**src/iss_pkg.sv**
```systemverilog
package iss_pkg;
	localparam int CLK_MHZ = 125;
	localparam int HRST_WAIT_NS = 10000;
	localparam int HRST_WAIT_CYC = (HRST_WAIT_NS * CLK_MHZ + 999) / 1000;
	localparam int HRST_W = 11;
	localparam int ROW_W = 13;
	localparam int IDX_W = 9;
	localparam int IDX_LSB = 2;
	localparam int TIME_W = 16;
	localparam int MODE_W = 4;
	localparam int LVDS_W = 3;
	localparam int FRM_W = 16;
	localparam int DEF_ROWS = 5120;
	localparam int DEF_FOT_CYC = 64;
	localparam int DEF_LINE_CYC = 16;
	localparam logic [IDX_W-1:0] IDX_STATUS = 9'h008;
	localparam logic [IDX_W-1:0] IDX_PTR = 9'h009;
	localparam logic [IDX_W-1:0] IDX_LOGIC = 9'h022;
	localparam logic [IDX_W-1:0] LOW_LIMIT = 9'h028;
	localparam logic [IDX_W-1:0] IDX_LVDS = 9'h070;
	localparam logic [IDX_W-1:0] IDX_MODE = 9'h0c0;
	localparam logic [IDX_W-1:0] IDX_INT = 9'h0c9;
	localparam logic [IDX_W-1:0] IDX_SEQ_CFG = 9'h1c0;
	localparam int LOGIC_EN = 0;
	localparam int MODE_SEQ_EN = 0;
	localparam int MODE_ROLL = 1;
	localparam int MODE_SLAVE = 2;
	localparam int MODE_TRIG = 3;
	localparam logic [2:0] HSIZE_WORD = 3'h2;
	localparam int HTRANS_ACT = 1;
	typedef enum logic [2:0] {
		OP_OFF = 3'b000,
		OP_STBY1 = 3'b001,
		OP_INTER = 3'b010,
		OP_STBY2 = 3'b011,
		OP_IDLE = 3'b100,
		OP_RUN = 3'b101
	} iss_op_e;
	typedef enum logic [1:0] {
		RD_IDLE = 2'b00,
		RD_FOT = 2'b01,
		RD_ROWS = 2'b10
	} iss_rd_e;
endpackage : iss_pkg

```
**src/iss_roll_ptr.sv**
```systemverilog
`timescale 1ns/1ps
module iss_roll_ptr import iss_pkg::*; #(
	parameter int ROWS = DEF_ROWS
) (
	input wire logic sys_clk_i,
	input wire logic srst_i,
	input wire logic en_i,
	input wire logic row_tick_i,
	input wire logic [TIME_W-1:0] exp_rows_i,
	output logic [ROW_W-1:0] read_row_o,
	output logic [ROW_W-1:0] reset_row_o,
	output logic read_valid_o,
	output logic frame_start_o
);
	localparam logic [ROW_W-1:0] LAST_ROW = ROW_W'(ROWS - 1);
	localparam logic [ROW_W:0] ROWS_X = (ROW_W + 1)'(ROWS);

	generate
		if (ROWS < 2 || ROWS >= (1 << ROW_W)) begin : g_bad_param
			$error("iss_roll_ptr: parameter out of range");
		end
	endgenerate

	typedef struct packed {
		logic valid;
		logic fstart;
		logic [ROW_W-1:0] rd;
		logic [ROW_W-1:0] rst;
		logic [ROW_W-1:0] warm;
		logic [ROW_W-1:0] expo;
	} iss_roll_s;

	iss_roll_s st_ff;
	iss_roll_s nxt_st;

	function automatic logic [ROW_W-1:0] row_inc(input logic [ROW_W-1:0] a);
		row_inc = (a == LAST_ROW) ? '0 : ROW_W'(a + 1'b1);
	endfunction : row_inc

	function automatic logic [ROW_W-1:0] row_add(input logic [ROW_W-1:0] a, input logic [ROW_W-1:0] b);
		logic [ROW_W:0] s;
		s = {1'b0, a} + {1'b0, b};
		if (s >= ROWS_X) begin
			s = s - ROWS_X;
		end
		row_add = s[ROW_W-1:0];
	endfunction : row_add

	function automatic logic [ROW_W-1:0] clamp_exp(input logic [TIME_W-1:0] e);
		if (e == '0) begin
			clamp_exp = ROW_W'(1);
		end else if (e > TIME_W'(ROWS - 1)) begin
			clamp_exp = LAST_ROW;
		end else begin
			clamp_exp = e[ROW_W-1:0];
		end
	endfunction : clamp_exp

	always_comb begin
		nxt_st = st_ff;
		nxt_st.fstart = 1'b0;
		if (!en_i) begin
			nxt_st.valid = 1'b0;
			nxt_st.rd = '0;
			nxt_st.rst = '0;
			nxt_st.warm = '0;
			nxt_st.expo = clamp_exp(exp_rows_i);
		end else if (row_tick_i) begin
			if (!st_ff.valid) begin
				// reset pointer runs ahead alone until the distance is built up
				nxt_st.rst = row_inc(st_ff.rst);
				nxt_st.warm = ROW_W'(st_ff.warm + 1'b1);
				if (st_ff.warm == ROW_W'(st_ff.expo - 1'b1)) begin
					nxt_st.valid = 1'b1;
					nxt_st.rd = '0;
					nxt_st.fstart = 1'b1;
				end
			end else begin
				nxt_st.rd = row_inc(st_ff.rd);
				// new exposure taken at the read wrap so the read stream never stalls
				if (st_ff.rd == LAST_ROW) begin
					nxt_st.expo = clamp_exp(exp_rows_i);
					nxt_st.fstart = 1'b1;
				end
				nxt_st.rst = row_add(nxt_st.rd, nxt_st.expo);
			end
		end
	end

	always_ff @(posedge sys_clk_i) begin
		if (srst_i) begin
			st_ff <= '0;
		end else begin
			st_ff <= nxt_st;
		end
	end

	assign read_row_o = st_ff.rd;
	assign reset_row_o = st_ff.rst;
	assign read_valid_o = st_ff.valid;
	assign frame_start_o = st_ff.fstart;
endmodule : iss_roll_ptr

```
**src/iss_seq.sv**
```systemverilog
`timescale 1ns/1ps
// Overview of operation
// - triggered mode: one image, then wait
// - each trigger arriving with no integration or sample pending yields exactly one readout
// - next integration may overlap prior readout
// - master: rising edge starts programmed integration
// - master: integration end starts overhead, rows
// - master: falling edges ignored, rises ignored while integrating
// - slave: pin high integrates, low samples
// - slave: new assertion requests new frame
// - rolling: reset pointer and read pointer
// - exposure equals pointer row distance
// - rows sequential, equal integration per row
// - exposure changes taken without stream break
// - six operating states by power
// - first standby: only low registers writable
// - second standby: all registers accessible
// - intermediate standby until reserved upload
// - idle: sequencer off, enabling starts grabbing
// - running: grab continuously in chosen mode
// - mode writes keep operating state while sequencer enable stays set
// - reset release enters first standby
// - slave ignores integration time register
module iss_seq import iss_pkg::*; #(
	parameter int ROWS = DEF_ROWS,
	parameter int FOT_CYC = DEF_FOT_CYC,
	parameter int LINE_CYC = DEF_LINE_CYC
) (
	input wire logic sys_clk_i,
	input wire logic srst_i,
	input wire logic hsel_i,
	input wire logic [31:0] haddr_i,
	input wire logic [1:0] htrans_i,
	input wire logic hwrite_i,
	input wire logic [2:0] hsize_i,
	input wire logic [31:0] hwdata_i,
	input wire logic hready_i,
	output logic hreadyout_o,
	output logic hresp_o,
	output logic [31:0] hrdata_o,
	input wire logic sync_pin_i,
	output logic [2:0] op_state_o,
	output logic integrating_o,
	output logic [1:0] readout_phase_o,
	output logic [ROW_W-1:0] global_row_o,
	output logic frame_done_o,
	output logic [ROW_W-1:0] roll_read_row_o,
	output logic [ROW_W-1:0] roll_reset_row_o,
	output logic roll_read_valid_o,
	output logic roll_frame_start_o
);
	generate
		if (ROWS < 2 || ROWS >= (1 << ROW_W) || FOT_CYC < 1 || FOT_CYC > 65535 ||
			LINE_CYC < 1 || LINE_CYC > 65535) begin : g_bad_param
			$error("iss_seq: parameter out of range");
		end
	endgenerate

	typedef struct packed {
		logic sync_meta;
		logic sync_now;
		logic sync_prev;
		iss_op_e op;
		logic [HRST_W-1:0] hrst_cnt;
		logic hrst_ok;
		logic pend;
		logic pwr;
		logic pmap;
		logic [IDX_W-1:0] pidx;
		logic hready;
		logic hresp;
		logic [31:0] hrdata;
		logic logic_en;
		logic [LVDS_W-1:0] lvds;
		logic [MODE_W-1:0] mode;
		logic [TIME_W-1:0] int_time;
		logic [TIME_W-1:0] seq_cfg;
		logic [TIME_W-1:0] div_cnt;
		logic row_tick;
		logic integ;
		logic [TIME_W-1:0] integ_cnt;
		logic pend_sample;
		iss_rd_e rphase;
		logic [TIME_W-1:0] fot_cnt;
		logic [ROW_W-1:0] row_cnt;
		logic frame_done;
		logic [FRM_W-1:0] frames;
	} iss_seq_s;

	iss_seq_s st_ff;
	iss_seq_s nxt_st;
	logic rise;
	logic fall;
	logic accept;
	logic wr_en;
	logic glob_en;
	logic roll_en;
	logic start_req;
	logic [31:0] rd_word;
	logic [ROW_W-1:0] roll_rd;
	logic [ROW_W-1:0] roll_rst;
	logic roll_valid;
	logic roll_fstart;

	function automatic logic wr_allowed(input iss_op_e op, input logic [IDX_W-1:0] idx);
		case (op)
			OP_OFF: wr_allowed = 1'b0;
			OP_STBY1: wr_allowed = (idx < LOW_LIMIT);
			default: wr_allowed = 1'b1;
		endcase
	endfunction : wr_allowed

	function automatic logic [TIME_W-1:0] clamp_time(input logic [TIME_W-1:0] t);
		clamp_time = (t == '0) ? TIME_W'(1) : t;
	endfunction : clamp_time

	assign roll_en = (st_ff.op == OP_RUN) & st_ff.mode[MODE_ROLL];

	always_comb begin
		nxt_st = st_ff;
		// the first stage feeds only the second; edges come from the later pair
		nxt_st.sync_meta = sync_pin_i;
		nxt_st.sync_now = st_ff.sync_meta;
		nxt_st.sync_prev = st_ff.sync_now;
		rise = st_ff.sync_now & ~st_ff.sync_prev;
		fall = ~st_ff.sync_now & st_ff.sync_prev;
		glob_en = (st_ff.op == OP_RUN) & ~st_ff.mode[MODE_ROLL];
		start_req = 1'b0;
		nxt_st.frame_done = 1'b0;
		nxt_st.hresp = 1'b0;

		// settle-time flag only reports; early writes are still served
		if (!st_ff.hrst_ok) begin
			if (st_ff.hrst_cnt == HRST_W'(HRST_WAIT_CYC - 1)) begin
				nxt_st.hrst_ok = 1'b1;
			end else begin
				nxt_st.hrst_cnt = HRST_W'(st_ff.hrst_cnt + 1'b1);
			end
		end

		case (st_ff.pidx)
			IDX_STATUS: rd_word = {st_ff.frames, 8'h00, roll_valid, st_ff.rphase, st_ff.integ, st_ff.hrst_ok, st_ff.op};
			IDX_PTR: rd_word = {3'h0, roll_rst, 3'h0, roll_rd};
			IDX_LOGIC: rd_word = 32'(st_ff.logic_en);
			IDX_LVDS: rd_word = 32'(st_ff.lvds);
			IDX_MODE: rd_word = 32'(st_ff.mode);
			IDX_INT: rd_word = 32'(st_ff.int_time);
			IDX_SEQ_CFG: rd_word = 32'(st_ff.seq_cfg);
			default: rd_word = 32'h0000_0000;
		endcase
		if (!st_ff.pmap) begin
			rd_word = 32'h0000_0000;
		end

		// one wait state per transfer keeps hrdata straight from a flop
		accept = hsel_i & hready_i & htrans_i[HTRANS_ACT] & st_ff.hready;
		wr_en = st_ff.pend & st_ff.pwr & st_ff.pmap & wr_allowed(st_ff.op, st_ff.pidx);
		if (accept) begin
			nxt_st.pend = 1'b1;
			nxt_st.pwr = hwrite_i & (hsize_i == HSIZE_WORD);
			nxt_st.pmap = (haddr_i[31:IDX_LSB+IDX_W] == '0);
			nxt_st.pidx = haddr_i[IDX_LSB +: IDX_W];
			nxt_st.hready = 1'b0;
		end else if (st_ff.pend) begin
			nxt_st.pend = 1'b0;
			nxt_st.hready = 1'b1;
			nxt_st.hrdata = rd_word;
		end

		if (wr_en) begin
			case (st_ff.pidx)
				IDX_LOGIC: nxt_st.logic_en = hwdata_i[LOGIC_EN];
				IDX_LVDS: nxt_st.lvds = hwdata_i[LVDS_W-1:0];
				IDX_MODE: nxt_st.mode = hwdata_i[MODE_W-1:0];
				IDX_INT: nxt_st.int_time = hwdata_i[TIME_W-1:0];
				IDX_SEQ_CFG: nxt_st.seq_cfg = hwdata_i[TIME_W-1:0];
				default: ;
			endcase
		end

		// apart from leaving OP_OFF, state moves only on what software has written
		case (st_ff.op)
			OP_OFF: nxt_st.op = OP_STBY1;
			OP_STBY1: begin
				if (nxt_st.logic_en) begin
					nxt_st.op = OP_INTER;
				end
			end
			OP_INTER: begin
				if (!nxt_st.logic_en) begin
					nxt_st.op = OP_STBY1;
				end else if (wr_en && st_ff.pidx == IDX_SEQ_CFG) begin
					nxt_st.op = OP_STBY2;
				end
			end
			OP_STBY2: begin
				if (!nxt_st.logic_en) begin
					nxt_st.op = OP_STBY1;
				end else if (nxt_st.lvds != '0) begin
					nxt_st.op = OP_IDLE;
				end
			end
			OP_IDLE: begin
				if (nxt_st.lvds == '0) begin
					nxt_st.op = OP_STBY2;
				end else if (nxt_st.mode[MODE_SEQ_EN]) begin
					nxt_st.op = OP_RUN;
				end
			end
			OP_RUN: begin
				if (!nxt_st.mode[MODE_SEQ_EN]) begin
					nxt_st.op = OP_IDLE;
				end
			end
			default: nxt_st.op = OP_OFF;
		endcase

		if (st_ff.div_cnt == TIME_W'(LINE_CYC - 1)) begin
			nxt_st.div_cnt = '0;
			nxt_st.row_tick = 1'b1;
		end else begin
			nxt_st.div_cnt = TIME_W'(st_ff.div_cnt + 1'b1);
			nxt_st.row_tick = 1'b0;
		end

		if (!glob_en) begin
			nxt_st.integ = 1'b0;
			nxt_st.pend_sample = 1'b0;
			nxt_st.rphase = RD_IDLE;
			nxt_st.row_cnt = '0;
		end else begin
			if (st_ff.mode[MODE_SLAVE]) begin
				// pin level alone times the exposure here
				if (!st_ff.integ && !st_ff.pend_sample && rise) begin
					nxt_st.integ = 1'b1;
				end else if (st_ff.integ && fall) begin
					nxt_st.integ = 1'b0;
					nxt_st.pend_sample = 1'b1;
				end
			end else begin
				start_req = st_ff.mode[MODE_TRIG] ? rise : 1'b1;
				if (!st_ff.integ && !st_ff.pend_sample && start_req) begin
					nxt_st.integ = 1'b1;
					nxt_st.integ_cnt = clamp_time(st_ff.int_time);
				end else if (st_ff.integ && st_ff.row_tick) begin
					if (st_ff.integ_cnt == TIME_W'(1)) begin
						nxt_st.integ = 1'b0;
						nxt_st.pend_sample = 1'b1;
					end else begin
						nxt_st.integ_cnt = TIME_W'(st_ff.integ_cnt - 1'b1);
					end
				end
			end
			// integration may run again while the previous image is read
			case (st_ff.rphase)
				RD_IDLE: begin
					if (st_ff.pend_sample) begin
						nxt_st.pend_sample = 1'b0;
						nxt_st.rphase = RD_FOT;
						nxt_st.fot_cnt = TIME_W'(FOT_CYC - 1);
					end
				end
				RD_FOT: begin
					if (st_ff.fot_cnt == '0) begin
						nxt_st.rphase = RD_ROWS;
						nxt_st.row_cnt = '0;
					end else begin
						nxt_st.fot_cnt = TIME_W'(st_ff.fot_cnt - 1'b1);
					end
				end
				RD_ROWS: begin
					if (st_ff.row_tick) begin
						if (st_ff.row_cnt == ROW_W'(ROWS - 1)) begin
							nxt_st.rphase = RD_IDLE;
							nxt_st.frame_done = 1'b1;
							nxt_st.frames = FRM_W'(st_ff.frames + 1'b1);
						end else begin
							nxt_st.row_cnt = ROW_W'(st_ff.row_cnt + 1'b1);
						end
					end
				end
				default: nxt_st.rphase = RD_IDLE;
			endcase
		end
	end

	always_ff @(posedge sys_clk_i) begin
		if (srst_i) begin
			st_ff <= '0;
			st_ff.hready <= 1'b1;
		end else begin
			st_ff <= nxt_st;
		end
	end

	iss_roll_ptr #(
		.ROWS(ROWS)
	) u_roll (
		.sys_clk_i(sys_clk_i),
		.srst_i(srst_i),
		.en_i(roll_en),
		.row_tick_i(st_ff.row_tick),
		.exp_rows_i(st_ff.int_time),
		.read_row_o(roll_rd),
		.reset_row_o(roll_rst),
		.read_valid_o(roll_valid),
		.frame_start_o(roll_fstart)
	);

	assign hreadyout_o = st_ff.hready;
	assign hresp_o = st_ff.hresp;
	assign hrdata_o = st_ff.hrdata;
	assign op_state_o = st_ff.op;
	assign integrating_o = st_ff.integ;
	assign readout_phase_o = st_ff.rphase;
	assign global_row_o = st_ff.row_cnt;
	assign frame_done_o = st_ff.frame_done;
	assign roll_read_row_o = roll_rd;
	assign roll_reset_row_o = roll_rst;
	assign roll_read_valid_o = roll_valid;
	assign roll_frame_start_o = roll_fstart;
endmodule : iss_seq

```
**config.mk**
```make
export PLATFORM = sky130hd
export DESIGN_NAME = iss_seq
export DESIGN_NICKNAME = d
export VERILOG_FILES = /design/src/iss_pkg.sv /design/src/iss_roll_ptr.sv /design/src/iss_seq.sv
export SDC_FILE = /design/constraint.sdc
export NUM_CORES = 1
export LEC_CHECK = 0
export BUFFER_PORTS_ARGS = -buffer_cell sky130_fd_sc_hd__buf_4
export CORE_ASPECT_RATIO = 0.6
export CORE_MARGIN = 2
export CORE_UTILIZATION = 35
export CTS_BUF_LIST = sky130_fd_sc_hd__clkbuf_4 sky130_fd_sc_hd__clkbuf_8 sky130_fd_sc_hd__clkbuf_16
export DETAILED_ROUTE_END_ITERATION = 7
export SYNTH_ARGS = -nofsm -noshare
export SYNTH_HDL_FRONTEND = slang
export SYNTH_SLANG_ARGS = --single-unit
export TNS_END_PERCENT = 30
```
**constraint.sdc**
```tcl
create_clock -name sys_clk_i -period 5.4 [get_ports sys_clk_i]
set_clock_uncertainty 0.05 [all_clocks]
set_input_delay 1.08 -clock sys_clk_i [delete_from_list [all_inputs] [get_ports sys_clk_i]]
set_output_delay 1.08 -clock sys_clk_i [all_outputs]
set_load 0.01 [all_outputs]
```
==> results.yml <==
grt:
  antenna_found_initial: 0
  grt_remaining_overflow: 0
  grt_max_degree: 72
  grt_usage: 0.1970
  grt_pass1_wl_um: 61690
  first_global_vias: 10940
logic_synthesis:
  synth_area_leaders: "dfxtp_1 (37%), nor2_1 (7.0%), a21oi_1 (6.1%), nand2_1 (5.7%), buf_4 (4.4%)"
  synth_seq_area_share: 0.3678
  async_flop_share: 0
  yosysTopAreaCell: "dfxtp_1"
  post-synth-top-area-fraction: 0.3678
  netlist_area_um2: 13060
  synth.top_cells.by_count: "nor2_1 (243), dfxtp_1 (240), nand2_1 (199), a21oi_1 (158), buf_4 (77)"
  syn_inst: 1686
  syn-num-nets: 1789
  synthDistinctLibCells: 77
  synth_area_per_cell_um2: 7.748
  synth_flop_cell: "dfxtp_1"
  synth_seq_cells: 240
  synth_edf_count: 0
  synth_warnings: 0
  yosysMostFrequentCell: "nor2_1"
routing:
  drt-initial-drc-count: 1268
  route.detailed.drc: 0
  routed_via_density: 5.333
  drtAntennaViolNets: 0
  wirelength_um: 39170
  drt_pre_antenna_iters: 6
  wire_per_inst_um: 17.33
  vias: 12050
clocking:
  path_clk_slew_ns: 0.06
  cts_tree: "done"
  clockBufferDepth: 3
  cts_sinks: 240
  postCtsHoldBufs: 0
  htreeDepth: 1
  cts_root_buf: "clkbuf_16"
  cts_buffers: 24
  worstSkewPairLatency_ns: 0.53
final_layout:
  antenna_cells: 0
  fin_area_um2: 15090
  syn_to_final_growth_pct: 15.56
  drive_gt1_frac: 0.1509
  layout.nets: 1843
critical_path:
  path_max_fanout: 6
  cp-startpoint: "u_roll.read_row_o[0]"
  critPathRequiredTime_ns: 5.82
  crit-reg2reg-launch: "u_roll.read_row_o[0]"
  crit_family: "compound AO/OA/AOI/OAI gates"
  reg2reg_to: "u_roll.reset_row_o[10]"
  endpoint_kind: "register"
  cp_data_arrival_time_ns: 5.55
  worst_path_largest_cell_delay_ns: 0.40
  r2r_cells: 26
  endpoint: "u_roll.reset_row_o[10]"
  cp.depth: 26
  worst-r2r-setup-slack_ns: 0.27
  critPathSlowestCell: "or3_4"
  cp-start-kind: "register"
  crit_buf_inv: 4
  worstSetupPathType: "reg2reg"
sta:
  fin_crit_ns: 5.130
  setup_viol: 0
  report.final.slew_viol_count: 0
  fmax_ghz: 0.1949
  timing_hold_violations_final: 0
  fin_crit_sh: 0.9500
  worst_slew_pin_slew_ns: 1.188
  slew_headroom: 0.2053
  setup-tns-final_ns: 0
  holdWs_ns: 0.3878
power_and_ir_drop:
  power_density_nw_per_um2: 244.4
  seqPwrFrac: 0.485
  p_sw_uw: 807.5
  ir_worst_vdd_v: 0.0002257
  clockPowerShare: 0.484
  p_sw_frac: 0.2189
  p_int_uw: 2882
  pwr-share-comb: 0.030
  p_leak_uw: 0.005399
floorplan:
  io_pins: 157
  die_h_um: 153.6
  fp.dieArea_um2: 38930
  die_w_um: 253.4
  coreArea_um2: 36550
  rows: 54
  start_util: 0.3574
worst_hold_path:
  holdPathStages: 1
  min_path_type: "reg2reg"
placement:
  io_buffers: 136
  dp_hpwl_um: 28410
  place_area_um2: 14170
  gp_routability_congestion: 0.9289
outcome:
  status: "completed"
run:
  maxCapViolCount: 0
what timing repair did:
item	4_1_cts	5_1_grt
gates cloned	0	0
gates resized for setup	2	17
setup endpoints to repair	2	3
pin swaps	1	8
setup buffers	3	3
kinds of logic after synthesis:
family | Yosys count | share of synthesized area
AND/OR/NAND/NOR | 721 | 0.2602
other | 1 | 0.0002871
flip-flops | 240 | 0.3678
buffers and inverters | 195 | 0.07845
AO/OA/AOI/OAI | 378 | 0.1807
multiplexers | 27 | 0.02088
adder cells (fa/ha/maj) | 28 | 0.02739
XOR/XNOR | 96 | 0.06437
worst min path at each step:
stage                           start     endpoint  slack, ns
after CTS                 nxt_st[185]  nxt_st[184]       0.39
after floorplan           nxt_st[185]  nxt_st[184]       0.36
after detailed placement  nxt_st[185]  nxt_st[184]       0.38
after global routing      nxt_st[185]  nxt_st[184]       0.41
final                     nxt_st[185]  nxt_st[184]       0.39
after global placement    nxt_st[185]  nxt_st[184]       0.38
worst reg2reg max path: cells and delay by family (launching register included):
family | cells | cell delay [ns]
AOI/OAI and AO/OA | 9 | 1.56
buffers and inverters | 4 | 0.49
and+or+nand+nor | 8 | 1.49
xor gates and xnor gates | 1 | 0.25
adders and majority gates | 4 | 0.90
DFF | 1 | 0.34
power by group through the flow:
| stage | logic (uW) | registers [uW] | clock network [uW] |
|---|---|---|---|
| final | 112 | 1790 | 1790 |
| after global routing | 123 | 1790 | 1900 |
| after CTS | 111 | 1790 | 1810 |
| after detailed placement | 111 | 1830 | 0 |
| after global placement | 110 | 1830 | 0 |
| after floorplan | 62.7 | 1820 | 0 |
through the flow:
stage / total power (uW) / setup WS (ns) / instances / utilization
after floorplan: 1888 / 0.2187 / 1686 / -
after CTS: 3714 / 0.04159 / 2257 / 0.4110
final: 3689 / 0.2701 / 2260 / 0.4130
after global routing: 3817 / -0.02979 / 2260 / 0.4130
after detailed placement: 1942 / 0.01158 / 2212 / 0.3876
after global placement: 1940 / 0.1702 / 2212 / 0.3876
area by class of cell:
class	instances	area, um2
Tap cell	504	630.6
Timing Repair Buffer	183	1378
Multi-Input combinational cell	1251	7303
Fill cell	3730	21460
Clock inverter	9	123.9
Clock buffer	33	704.4
Sequential cell	240	4805
Inverter	40	150.1
sequential cells by signal (all words and copies together), names as in the netlist:
name                  cells
frame_done_o              1
global_row_o             13
hrdata_o                 32
hreadyout_o               1
integrating_o             1
nxt_st                    2
op_state_o                3
readout_phase_o           2
st_ff                   131
u_roll.frame_start_o      1
u_roll.read_row_o        13
u_roll.read_valid_o       1
u_roll.reset_row_o       13
u_roll.st_ff             26
cells in the final DEF (no fill, tap or decap), types with 11 or more instances in the layout:
| cell type | Yosys | final |
|---|---|---|
| xor2_1 | 47 | 47 |
| a211oi_1 | 16 | 16 |
| ha_1 | 27 | 25 |
| o21ai_0 | 71 | 66 |
| nor2b_1 | 12 | 12 |
| nand4_1 | 23 | 23 |
| or3_1 | 21 | 20 |
| inv_1 | 39 | 39 |
| xnor2_1 | 49 | 49 |
| nor4_1 | 24 | 24 |
| nor2_1 | 243 | 243 |
| and2_1 | 11 | 11 |
| nand3_1 | 49 | 49 |
| a21oi_1 | 158 | 155 |
| a22oi_1 | 29 | 29 |
| dfxtp_1 | 240 | 240 |
| buf_4 | 77 | 182 |
| nand2_1 | 199 | 199 |
| and3_1 | 18 | 18 |
| mux2i_1 | 25 | 25 |
| clkbuf_16 | 0 | 25 |
| nand2b_1 | 21 | 20 |
| nor3_1 | 45 | 40 |
metal layers:
| metal | GRT usage | wire length [um] | up-vias | part of all wire |
|---|---|---|---|---|
| li1 | - | - | 5927 | - |
| met5 | 0 | 0 | - | 0 |
| met2 | 0.2702 | 15200 | 410 | 0.39 |
| met4 | 0.03269 | 614 | 0 | 0.016 |
| met3 | 0.04893 | 3383 | 47 | 0.086 |
| met1 | 0.3074 | 19980 | 5669 | 0.51 |
(Power assumes the default switching activity.)
